**config.mk**
```make
export PLATFORM = sky130hd
export DESIGN_NAME = ppc_clock_control
export DESIGN_NICKNAME = d
export VERILOG_FILES = /design/src/ppc_pkg.sv /design/src/ppc_clock_control.sv /design/src/ppc_prescaler.sv /design/src/ppc_loop_monitor.sv
export SDC_FILE = /design/constraint.sdc
export NUM_CORES = 1
export LEC_CHECK = 0
export ABC_CLOCK_PERIOD_IN_PS = 4200
export BUFFER_PORTS_ARGS = -buffer_cell sky130_fd_sc_hd__buf_4
export CAP_MARGIN = 10
export CORE_ASPECT_RATIO = 1.75
export CORE_MARGIN = 3
export CORE_UTILIZATION = 48
export DETAILED_ROUTE_END_ITERATION = 10
export PLACE_DENSITY = 0.77
export SLEW_MARGIN = 20
export SYNTH_ARGS = -nofsm -noshare
export SYNTH_HDL_FRONTEND = slang
export SYNTH_HIERARCHICAL = 1
export SYNTH_SLANG_ARGS = --single-unit
```
**constraint.sdc**
```tcl
create_clock -name i_clk -period 4.2 [get_ports i_clk]
set_input_delay 0.21 -clock i_clk [delete_from_list [all_inputs] [get_ports i_clk]]
set_output_delay 0.21 -clock i_clk [all_outputs]
set_load 0.02 [all_outputs]
```
**src/ppc_pkg.sv**
```systemverilog
// constants, field layouts and carrier types for the pwm prescale and loop clock control block
// assumes a single 50 MHz system clock and an axi4-lite register bus with 12-bit byte addresses
package ppc_pkg;

    // clock and timing
    localparam int unsigned CLK_PERIOD_NS = 20;
    localparam int unsigned VERIFY_TIMEOUT_NS = 10000;
    localparam int unsigned VERIFY_TIMEOUT_CYC = VERIFY_TIMEOUT_NS / CLK_PERIOD_NS;
    localparam int unsigned VERIFY_CNT_W = 10;

    // register map (byte addresses)
    localparam int unsigned ADDR_W = 12;
    localparam logic [11:0] RUN_MODE_CLOCK_CONFIGURATION_OFFSET = 12'h060;
    localparam logic [11:0] IRQ_STATUS_OFFSET = 12'h050;
    localparam logic [11:0] IRQ_MASK_OFFSET = 12'h054;

    // field positions in run_mode_clock_configuration
    localparam int unsigned PWM_PRESCALE_ENABLE_BIT = 20;
    localparam int unsigned PWM_PRESCALE_SELECT_LSB = 17;
    localparam int unsigned LOOP_POWER_DOWN_BIT = 13;
    localparam int unsigned LOOP_OUTPUT_ENABLE_BIT = 12;
    localparam int unsigned SOURCE_SELECT_BIT = 11;
    localparam int unsigned LOOP_VERIFY_ENABLE_BIT = 10;

    // interrupt status layout
    localparam int unsigned IRQ_W = 2;
    localparam int unsigned IRQ_LOOP_FAIL_BIT = 0;
    localparam int unsigned IRQ_LOOP_BACK_BIT = 1;
    localparam logic [1:0] IRQ_MASK_RESET = 2'h0;

    // axi responses
    localparam logic [1:0] RESP_OKAY = 2'h0;
    localparam logic [1:0] RESP_SLVERR = 2'h2;

    // prescaler
    localparam int unsigned PRESCALE_CNT_W = 6;

    typedef struct packed {
        logic pwm_prescale_enable;
        logic [2:0] pwm_prescale_select;
        logic loop_power_down;
        logic loop_output_enable;
        logic source_select;
        logic loop_verify_enable;
    } ppc_clk_cfg_t;

    localparam ppc_clk_cfg_t CLK_CFG_RESET = '{
        pwm_prescale_enable: 1'b0,
        pwm_prescale_select: 3'h7,
        loop_power_down: 1'b1,
        loop_output_enable: 1'b1,
        source_select: 1'b1,
        loop_verify_enable: 1'b0
    };

    // divide mask: the tick fires when the counter's low bits are all ones
    function automatic logic [5:0] ppc_div_mask(input logic [2:0] sel);
        logic [5:0] m;
        m = 6'h3f;
        unique case (sel)
            3'h0: m = 6'h01;
            3'h1: m = 6'h03;
            3'h2: m = 6'h07;
            3'h3: m = 6'h0f;
            3'h4: m = 6'h1f;
            default: m = 6'h3f;
        endcase
        return m;
    endfunction

endpackage

```
**src/ppc_clock_control.sv**
```systemverilog
// pwm prescale and loop clock control: run-mode clock configuration bits 20:10 plus interrupt registers
// assumes an axi4-lite master on i_clk; loop heartbeat arrives asynchronously from the loop clock
//
// The AXI4-Lite interface to the registers and the address map were chosen for this implementation.
`timescale 1ns/10ps
module ppc_clock_control
    import ppc_pkg::*;
(
    // clock and reset
    input wire logic i_clk,
    input wire logic i_reset_n,
    // axi4-lite write address
    input wire logic i_awvalid,
    output logic o_awready,
    input wire logic [ppc_pkg::ADDR_W-1:0] i_awaddr,
    // axi4-lite write data
    input wire logic i_wvalid,
    output logic o_wready,
    input wire logic [31:0] i_wdata,
    input wire logic [3:0] i_wstrb,
    // axi4-lite write response
    output logic o_bvalid,
    input wire logic i_bready,
    output logic [1:0] o_bresp,
    // axi4-lite read address
    input wire logic i_arvalid,
    output logic o_arready,
    input wire logic [ppc_pkg::ADDR_W-1:0] i_araddr,
    // axi4-lite read data
    output logic o_rvalid,
    input wire logic i_rready,
    output logic [31:0] o_rdata,
    output logic [1:0] o_rresp,
    // neighbouring clock logic
    input wire logic i_system_divider_enable,
    input wire logic i_loop_beat,
    // clock controls
    output logic o_pwm_clk_en,
    output logic o_loop_power_down,
    output logic o_loop_output_enable,
    output logic o_source_select,
    output logic o_use_system_divider,
    output ppc_pkg::ppc_clk_cfg_t o_clk_cfg,
    // interrupt
    output logic o_irq
);
    import ppc_pkg::*;

    typedef struct packed {
        ppc_clk_cfg_t cfg;
        logic [IRQ_W-1:0] irq_status;
        logic [IRQ_W-1:0] irq_mask;
        logic aw_got;
        logic [ADDR_W-1:0] awaddr;
        logic w_got;
        logic [31:0] wdata;
        logic [3:0] wstrb;
        logic awready;
        logic wready;
        logic bvalid;
        logic [1:0] bresp;
        logic arready;
        logic rvalid;
        logic [1:0] rresp;
        logic [31:0] rdata;
        logic use_div;
        logic irq;
    } ppc_top_state_t;

    localparam ppc_top_state_t TOP_RESET = '{
        cfg: CLK_CFG_RESET,
        irq_status: '0,
        irq_mask: IRQ_MASK_RESET,
        aw_got: 1'b0,
        awaddr: '0,
        w_got: 1'b0,
        wdata: '0,
        wstrb: '0,
        awready: 1'b1,
        wready: 1'b1,
        bvalid: 1'b0,
        bresp: RESP_OKAY,
        arready: 1'b1,
        rvalid: 1'b0,
        rresp: RESP_OKAY,
        rdata: '0,
        use_div: 1'b0,
        irq: 1'b0
    };

    ppc_top_state_t state_ff;
    ppc_top_state_t nxt_state;
    logic loop_fail;
    logic loop_back;
    logic verify_run;

    // reserved bits are simply never packed, so they read as zero
    function automatic logic [31:0] pack_cfg(input ppc_clk_cfg_t c);
        logic [31:0] w;
        w = '0;
        w[PWM_PRESCALE_ENABLE_BIT] = c.pwm_prescale_enable;
        w[PWM_PRESCALE_SELECT_LSB +: 3] = c.pwm_prescale_select;
        w[LOOP_POWER_DOWN_BIT] = c.loop_power_down;
        w[LOOP_OUTPUT_ENABLE_BIT] = c.loop_output_enable;
        w[SOURCE_SELECT_BIT] = c.source_select;
        w[LOOP_VERIFY_ENABLE_BIT] = c.loop_verify_enable;
        return w;
    endfunction

    function automatic logic [31:0] merge_bytes(input logic [31:0] old, input logic [31:0] wr,
                                                input logic [3:0] strb);
        logic [31:0] m;
        m = old;
        for (int i = 0; i < 4; i++) begin
            if (strb[i]) begin
                m[i*8 +: 8] = wr[i*8 +: 8];
            end
        end
        return m;
    endfunction

    function automatic logic addr_hit(input logic [ADDR_W-1:0] a);
        return (a[ADDR_W-1:2] == RUN_MODE_CLOCK_CONFIGURATION_OFFSET[ADDR_W-1:2])
            || (a[ADDR_W-1:2] == IRQ_STATUS_OFFSET[ADDR_W-1:2])
            || (a[ADDR_W-1:2] == IRQ_MASK_OFFSET[ADDR_W-1:2]);
    endfunction

    // the timer is only meaningful once the loop is powered and driving its output
    assign verify_run = state_ff.cfg.loop_verify_enable && !state_ff.cfg.loop_power_down
        && !state_ff.cfg.loop_output_enable;

    always_comb begin
        logic [31:0] cfg_word;
        logic [IRQ_W-1:0] clr;
        logic [IRQ_W-1:0] ev;
        cfg_word = '0;
        clr = '0;
        ev = '0;
        nxt_state = state_ff;

        // address and data may come in either order
        if (i_awvalid && state_ff.awready) begin
            nxt_state.aw_got = 1'b1;
            nxt_state.awaddr = i_awaddr;
        end
        if (i_wvalid && state_ff.wready) begin
            nxt_state.w_got = 1'b1;
            nxt_state.wdata = i_wdata;
            nxt_state.wstrb = i_wstrb;
        end
        if (state_ff.bvalid && i_bready) begin
            nxt_state.bvalid = 1'b0;
        end

        if (state_ff.aw_got && state_ff.w_got && !state_ff.bvalid) begin
            nxt_state.aw_got = 1'b0;
            nxt_state.w_got = 1'b0;
            nxt_state.bvalid = 1'b1;
            nxt_state.bresp = addr_hit(state_ff.awaddr) ? RESP_OKAY : RESP_SLVERR;
            unique case (state_ff.awaddr[ADDR_W-1:2])
                RUN_MODE_CLOCK_CONFIGURATION_OFFSET[ADDR_W-1:2]: begin
                    cfg_word = merge_bytes(pack_cfg(state_ff.cfg), state_ff.wdata, state_ff.wstrb);
                    nxt_state.cfg.pwm_prescale_enable = cfg_word[PWM_PRESCALE_ENABLE_BIT];
                    nxt_state.cfg.pwm_prescale_select = cfg_word[PWM_PRESCALE_SELECT_LSB +: 3];
                    nxt_state.cfg.loop_power_down = cfg_word[LOOP_POWER_DOWN_BIT];
                    nxt_state.cfg.loop_output_enable = cfg_word[LOOP_OUTPUT_ENABLE_BIT];
                    nxt_state.cfg.source_select = cfg_word[SOURCE_SELECT_BIT];
                    nxt_state.cfg.loop_verify_enable = cfg_word[LOOP_VERIFY_ENABLE_BIT];
                end
                IRQ_STATUS_OFFSET[ADDR_W-1:2]: begin
                    if (state_ff.wstrb[0]) begin
                        clr = state_ff.wdata[IRQ_W-1:0];
                    end
                end
                IRQ_MASK_OFFSET[ADDR_W-1:2]: begin
                    if (state_ff.wstrb[0]) begin
                        nxt_state.irq_mask = state_ff.wdata[IRQ_W-1:0];
                    end
                end
                default: begin
                end
            endcase
        end
        // one write in flight: hold both channels until the response is taken
        nxt_state.awready = !nxt_state.aw_got && !nxt_state.bvalid;
        nxt_state.wready = !nxt_state.w_got && !nxt_state.bvalid;

        if (i_arvalid && state_ff.arready) begin
            nxt_state.arready = 1'b0;
            nxt_state.rvalid = 1'b1;
            nxt_state.rresp = addr_hit(i_araddr) ? RESP_OKAY : RESP_SLVERR;
            unique case (i_araddr[ADDR_W-1:2])
                RUN_MODE_CLOCK_CONFIGURATION_OFFSET[ADDR_W-1:2]: nxt_state.rdata = pack_cfg(state_ff.cfg);
                IRQ_STATUS_OFFSET[ADDR_W-1:2]: nxt_state.rdata = {30'h0, state_ff.irq_status};
                IRQ_MASK_OFFSET[ADDR_W-1:2]: nxt_state.rdata = {30'h0, state_ff.irq_mask};
                default: nxt_state.rdata = '0;
            endcase
        end else if (state_ff.rvalid && i_rready) begin
            nxt_state.rvalid = 1'b0;
            nxt_state.arready = 1'b1;
        end

        // a new event beats a clear written in the same cycle
        ev[IRQ_LOOP_FAIL_BIT] = loop_fail;
        ev[IRQ_LOOP_BACK_BIT] = loop_back;
        nxt_state.irq_status = (state_ff.irq_status & ~clr) | ev;
        nxt_state.irq = |(nxt_state.irq_status & nxt_state.irq_mask);

        // loop as source always goes through the system divider
        nxt_state.use_div = !nxt_state.cfg.source_select || i_system_divider_enable;
    end

    always_ff @(posedge i_clk or negedge i_reset_n) begin
        if (!i_reset_n) begin
            state_ff <= TOP_RESET;
        end else begin
            state_ff <= nxt_state;
        end
    end

    ppc_prescaler u_prescaler (
        .i_clk(i_clk),
        .i_reset_n(i_reset_n),
        .i_enable(state_ff.cfg.pwm_prescale_enable),
        .i_select(state_ff.cfg.pwm_prescale_select),
        .o_tick(o_pwm_clk_en)
    );

    ppc_loop_monitor u_monitor (
        .i_clk(i_clk),
        .i_reset_n(i_reset_n),
        .i_enable(verify_run),
        .i_loop_beat(i_loop_beat),
        .o_fail(loop_fail),
        .o_back(loop_back)
    );

    assign o_awready = state_ff.awready;
    assign o_wready = state_ff.wready;
    assign o_bvalid = state_ff.bvalid;
    assign o_bresp = state_ff.bresp;
    assign o_arready = state_ff.arready;
    assign o_rvalid = state_ff.rvalid;
    assign o_rdata = state_ff.rdata;
    assign o_rresp = state_ff.rresp;
    assign o_loop_power_down = state_ff.cfg.loop_power_down;
    assign o_loop_output_enable = state_ff.cfg.loop_output_enable;
    assign o_source_select = state_ff.cfg.source_select;
    assign o_use_system_divider = state_ff.use_div;
    assign o_clk_cfg = state_ff.cfg;
    assign o_irq = state_ff.irq;
endmodule

```
**src/ppc_prescaler.sv**
```systemverilog
// pwm clock prescaler: one-cycle enable pulse at sysclk / 2^(n+1) for n up to 5, and sysclk / 64 for n of 5 to 7
// assumes the pwm module clocks on i_clk and qualifies with the enable
`timescale 1ns/10ps
module ppc_prescaler
    import ppc_pkg::*;
(
    // clock and reset
    input wire logic i_clk,
    input wire logic i_reset_n,
    // control
    input wire logic i_enable,
    input wire logic [2:0] i_select,
    // pwm timing enable
    output logic o_tick
);
    typedef struct packed {
        logic [5:0] cnt;
        logic tick;
    } ppc_pre_state_t;

    ppc_pre_state_t state_ff;
    ppc_pre_state_t nxt_state;

    always_comb begin
        nxt_state = state_ff;
        nxt_state.cnt = state_ff.cnt + 6'h01;
        // power-of-two division only, ticks land on sysclk edges with no offset
        // with the prescaler off the pwm sees every system clock edge
        nxt_state.tick = !i_enable || ((state_ff.cnt & ppc_div_mask(i_select)) == ppc_div_mask(i_select));
    end

    always_ff @(posedge i_clk or negedge i_reset_n) begin
        if (!i_reset_n) begin
            state_ff <= '0;
        end else begin
            state_ff <= nxt_state;
        end
    end

    assign o_tick = state_ff.tick;
endmodule

```
**src/ppc_loop_monitor.sv**
```systemverilog
// loop verification timer: watches a heartbeat toggle from the loop clock domain
// assumes i_loop_beat toggles at least once per timeout while the loop runs
`timescale 1ns/10ps
module ppc_loop_monitor
    import ppc_pkg::*;
(
    // clock and reset
    input wire logic i_clk,
    input wire logic i_reset_n,
    // control and heartbeat
    input wire logic i_enable,
    input wire logic i_loop_beat,
    // events
    output logic o_fail,
    output logic o_back
);
    typedef struct packed {
        logic s1;
        logic s2;
        logic s3;
        logic lvl;
        logic [9:0] cnt;
        logic failed;
        logic fail;
        logic back;
    } ppc_mon_state_t;

    ppc_mon_state_t state_ff;
    ppc_mon_state_t nxt_state;
    logic beat;

    always_comb begin
        nxt_state = state_ff;
        nxt_state.s1 = i_loop_beat;
        nxt_state.s2 = state_ff.s1;
        nxt_state.s3 = state_ff.s2;
        nxt_state.fail = 1'b0;
        nxt_state.back = 1'b0;
        beat = (state_ff.s2 == state_ff.s3) && (state_ff.s3 != state_ff.lvl);
        if (state_ff.s2 == state_ff.s3) begin
            nxt_state.lvl = state_ff.s3;
        end
        // timer only runs while verification is on
        if (!i_enable) begin
            nxt_state.cnt = '0;
            nxt_state.failed = 1'b0;
        end else if (beat) begin
            nxt_state.cnt = '0;
            if (state_ff.failed) begin
                nxt_state.failed = 1'b0;
                nxt_state.back = 1'b1;
            end
        end else if (state_ff.cnt == VERIFY_CNT_W'(VERIFY_TIMEOUT_CYC - 1)) begin
            // one fail event per outage, then wait for the loop to come back
            if (!state_ff.failed) begin
                nxt_state.fail = 1'b1;
                nxt_state.failed = 1'b1;
            end
        end else begin
            nxt_state.cnt = state_ff.cnt + 10'h001;
        end
    end

    always_ff @(posedge i_clk or negedge i_reset_n) begin
        if (!i_reset_n) begin
            state_ff <= '0;
        end else begin
            state_ff <= nxt_state;
        end
    end

    assign o_fail = state_ff.fail;
    assign o_back = state_ff.back;
endmodule

```
== After elaboration in Yosys (flattened, before gate mapping) ==
Index checks and enable logic that the tools add are counted.
Storage, ports and cells
  flip-flop bits (word level): 129
  input bits: 69
  word-level logic and storage cells: 116
Operators by class
  add/subtract/negate cells: 2
  equality and inequality tests: 16
  multiplexer cells: 29
  bitwise logic cells: 5
  reduce and logical (&&, ||, !) cells: 31
Operators with widths (count)
  one-hot mux 21 bit (3 select lines): 1
  == test 10 x 5 -> 1 bit (second input constant): 6
  two-way mux 37 bit: 1
  one-hot mux 6 bit (5 select lines): 1
  two-way mux 2 bit: 13
  two-way mux 11 bit: 2
  two-way mux 13 bit: 1
  logical AND 1 bit: 12
  adder 10 x 1 -> 10 bit (second input constant): 1
  == test 10 x 9 -> 1 bit (second input constant): 1
  two-way mux 10 bit: 1
  logical NOT 1 bit: 8
  adder 6 x 1 -> 6 bit (second input constant): 1
  bitwise AND 6 bit: 1
  == test 3 x 2 -> 1 bit (second input constant): 2
  == test 6 bit: 1
  logical OR 1 bit: 6
  two-way mux 1 bit: 6
  two-way mux 3 bit: 2
  inequality test 3 bit (second input constant): 2
  AND reduction 3 bit: 2
  bitwise AND 2 bit: 2
  two-way mux 4 bit: 1
  == test 3 x 1 -> 1 bit (second input constant): 1
  other kinds (8): 8

== Depth between registers and ports, before layout ==
  depth after elaboration: 8
  depth in mapped cells: 5

== Hierarchy ==
Netlist, hierarchy kept.
By module, submodules not included
  ppc_clock_control: instances 1, cells an instance 205, area each 2582.5 um^2
  ppc_loop_monitor: instances 1, cells an instance 67, area each 778.2 um^2
  ppc_prescaler: instances 1, cells an instance 24, area each 302.8 um^2

== Worst setup path after synthesis ==
Ideal clock, no wire load.
  path type: register -> register
  from: register state_ff, in the netlist o_bvalid
  to: register state_ff, in the netlist o_clk_cfg[0]
  setup time: 0.125 ns
  data arrival time: 1.464 ns
  slack: 2.611 ns
  cell stages (with the launch flop): 6
  clock period less this slack: 1.589 ns
  cells stage by stage: dfrtp_1 > and3b_1 > buf_2 > nand4_1 > or2_4 > mux2_2
On the way
  word-level cells in the longest chain between the ends: 3
Ends and longest elaborated chain
  from (decl): RTL line ppc_clock_control.sv:91  | ppc_top_state_t state_ff;
  from (signal assigned): RTL line ppc_clock_control.sv:217  | state_ff <= nxt_state;
  logical NOT 1 bit: RTL line ppc_clock_control.sv:155  | if (state_ff.aw_got && state_ff.w_got && !state_ff.bvalid) begin
  logical AND 1 bit: RTL line ppc_clock_control.sv:155
  AND reduction 3 bit (no line)
Every way passes these cells.
A chain may end at the register's enable or synchronous reset.

== Worst setup path in the final report ==
  from: register state_ff[83] (netlist bit)
  to: register state_ff, in the netlist o_clk_cfg[7]
On the way
  word-level cells in the longest chain between the ends: 2
Ends and longest elaborated chain
  == test 10 x 5 -> 1 bit: RTL line ppc_clock_control.sv:160  | unique case (state_ff.awaddr[ADDR_W-1:2])
  AND reduction 3 bit (no line)
Every way passes these cells.

==> metrics.txt <==
Critical Path End Type=flip-flop; initial antenna violation count=0; largest net degree at the start of global routing=81; CTS buffer count=9; Iteration-0 DRC Markers=107; Core ar.=7340 sq um; io pins=124; vias in the first global route=2440; final max-slew violation count=0; CTS tree=yes; fin nets=426; diode count=0; ANT nets after route=0; Max Cap Viol=0; fmax=0.539 GHz; Ys Warns=6; iteration count of the initial detailed-routing pass=4; Die W=72.0 um; Peak VDD IR=0.374 mV; layout cell share with drive strength beyond 1=40.0%; crit-path leading delay family=simple AND/OR/NAND/NOR gates; Worst-Margin Slew=961 ps; clk_skew=4.34 ps; final wirelength=6820 um; root buffer cell=clkbuf_16; most frequent cells in the layout=72 x buf_4, 71 x dfrtp_1, 32 x mux2_2; Placement Setup Slack=2370 ps; worst setup margin=2350 ps; Cell Rows=41; outcome=completed; slowest CP cell=nor3b_1; final setup TNS=0 ps; clk buf depth=2; register cell area after layout=2010 sq um; WL per Instance=15.3 um; clock sinks=80; H-Tree Depth=3; Starting Density=49.9%; clk_lat worst skew=330 ps; global route overflow=0; Seq/Total Area, Yosys=55.0%; RSZ-0062 raised after global routing=false; Synth area leader=dfrtp_1; Global Route Usage Sum=16.8%; worst-path cell chain=nor3b_1, and2_2, nand4_1, mux2_2; Most Crowded Layer GR=met2; Mapped Avg Cell Area=12.4 sq um; FFs w/ async S/R, synth=100%; maximum fanout along the worst path=4; cell area after synthesis=3660 sq um; Post-synth top flop=dfrtp_1; most common cell after layout, fill and taps aside=buf_4; Arrival @ worst endpoint=2070 ps; Die Y=122 um; flops & latches, synth=80; Final period util=44.2%; placed cell areas=4040 sq um; Netlist cell types=52; worst setup path class=reg -> reg; DRC=0; Hold/Removal Path Class=in -> async; M3 GR Usage=4.46%; fin area=4350 sq um; fin util=59.4%; static leakage=2.05 nW; GP Congestion=0.812; Clock transition at path regs=60 ps; Max-slew headroom=36.0%; GRT met1 Usage=17.9%; full die area=8760 sq um; port bufs=72; PwrDens=512 nW/um^2; vias per inst=5.30; Multi-input gate area=1350 sq um; top cells by area, synth=dfrtp_1 48%, mux2_2 9.8%, buf_4 9.0%, dfstp_2 6.5%, a22o_1 2.2%; Crit path required time=4410 ps; Final Hold Viols=0; Worst setup SP type=flip-flop; hpwl dp=5060 um; Syn Inst Count=296; vias post-DR=2362; # resized after CTS=0; global-route wire length before repair=11200 um; M2 GR Usage=30.6%; synthesis-to-finish area growth=18.9%; Final min period=1850 ps; Synth top area share=48.5%; # setup viols final=0; Post-synth EDFFs=0; worst path buffer plus inverter count=0; total power=2.23 mW; CP peak stage delay=440 ps; # fillers=581
-- state kept, by name, indices dropped and copies added (netlist names), 2 cells and up --
register and flops:
o_rdata 10, u_monitor/state_ff 13, u_monitor/nxt_state 2, o_clk_cfg 5, u_prescaler/state_ff 6, state_ff 29
-- routing by layer --
metal / part of all wire [%] / up-vias
li1: - / 1101
met1: 37 / 1181
met2: 56 / 71
met3: 5.5 / 9
met4: 1.8 / 0
met5: 0 / -
-- through the flow --
stage	std cells	hold WS (ps)
detailed placement	429	324
CTS	446	24.7
floorplan	319	-85.6
global route	446	35.0
global placement	429	322
finish	446	26.3
-- power breakdown --
| group | switching [mW] | internal (mW) | leakage [nW] | total (mW) |
|---|---|---|---|---|
| logic | 0.194 | 0.217 | 0.916 | 0.411 |
| clock network | 0.283 | 0.491 | 0.150 | 0.773 |
| registers | 0.112 | 0.933 | 0.988 | 1.04 |
| total | 0.589 | 1.64 | 2.05 | 2.23 |
-- synthesized netlist by cell type, types with 3 or more instances --
library cell,number
a21oi_1,9
dfrtp_1,71
or3_1,4
o21ai_0,11
nand3_1,7
inv_1,8
mux2i_1,4
o21bai_1,3
xor2_1,5
a22o_1,9
nand2_1,11
nor3b_1,5
nor3_2,3
o31ai_1,3
buf_4,44
mux2_2,32
dfstp_2,9
nor2_1,8
nand4_1,7
nand2b_1,3
-- what timing repair did --
item,in CTS,in global routing
setup buffers,0,0
endpoints found under the hold margin,1,0
setup endpoints to repair,0,0
hold buffers,1,0
-- final cells by class --
cell class / instances / area share [%]
Tap cell: 86 / 2.47
Timing Repair Buffer: 73 / 12.6
Inverter: 8 / 0.690
Clock inverter: 3 / 0.920
Sequential cell: 80 / 46.2
Multi-Input combinational cell: 183 / 31.1
Clock buffer: 13 / 5.98
-- kinds of logic (layout without fill, tap and decap cells) --
kind of cell	after synthesis	after routing	synth area share, %
other	1	24	0.102
adders and majority gates	3	3	0.956
DFF	80	80	55.0
xor gates and xnor gates	7	7	1.67
muxes	36	36	10.9
and+or+nand+nor	70	70	12.9
AOI/OAI and AO/OA	43	43	7.99
buffers and inverters	56	97	10.5
-- final timing paths --
kind,depth (start not counted),slack [ps],from,endpoint
setup / recovery,4,2350,state_ff[83],o_clk_cfg[7]
hold / removal,1,30,i_reset_n,state_ff[87]
setup reg to reg,4,2350,state_ff[83],o_clk_cfg[7]
hold reg to reg,0,370,u_monitor/nxt_state[15],u_monitor/nxt_state[14]
max in group asynchronous,1,3550,i_reset_n,u_monitor/state_ff[6]
min in group i_clk,2,30,i_arvalid,o_arready
(Power assumes the default switching activity.)
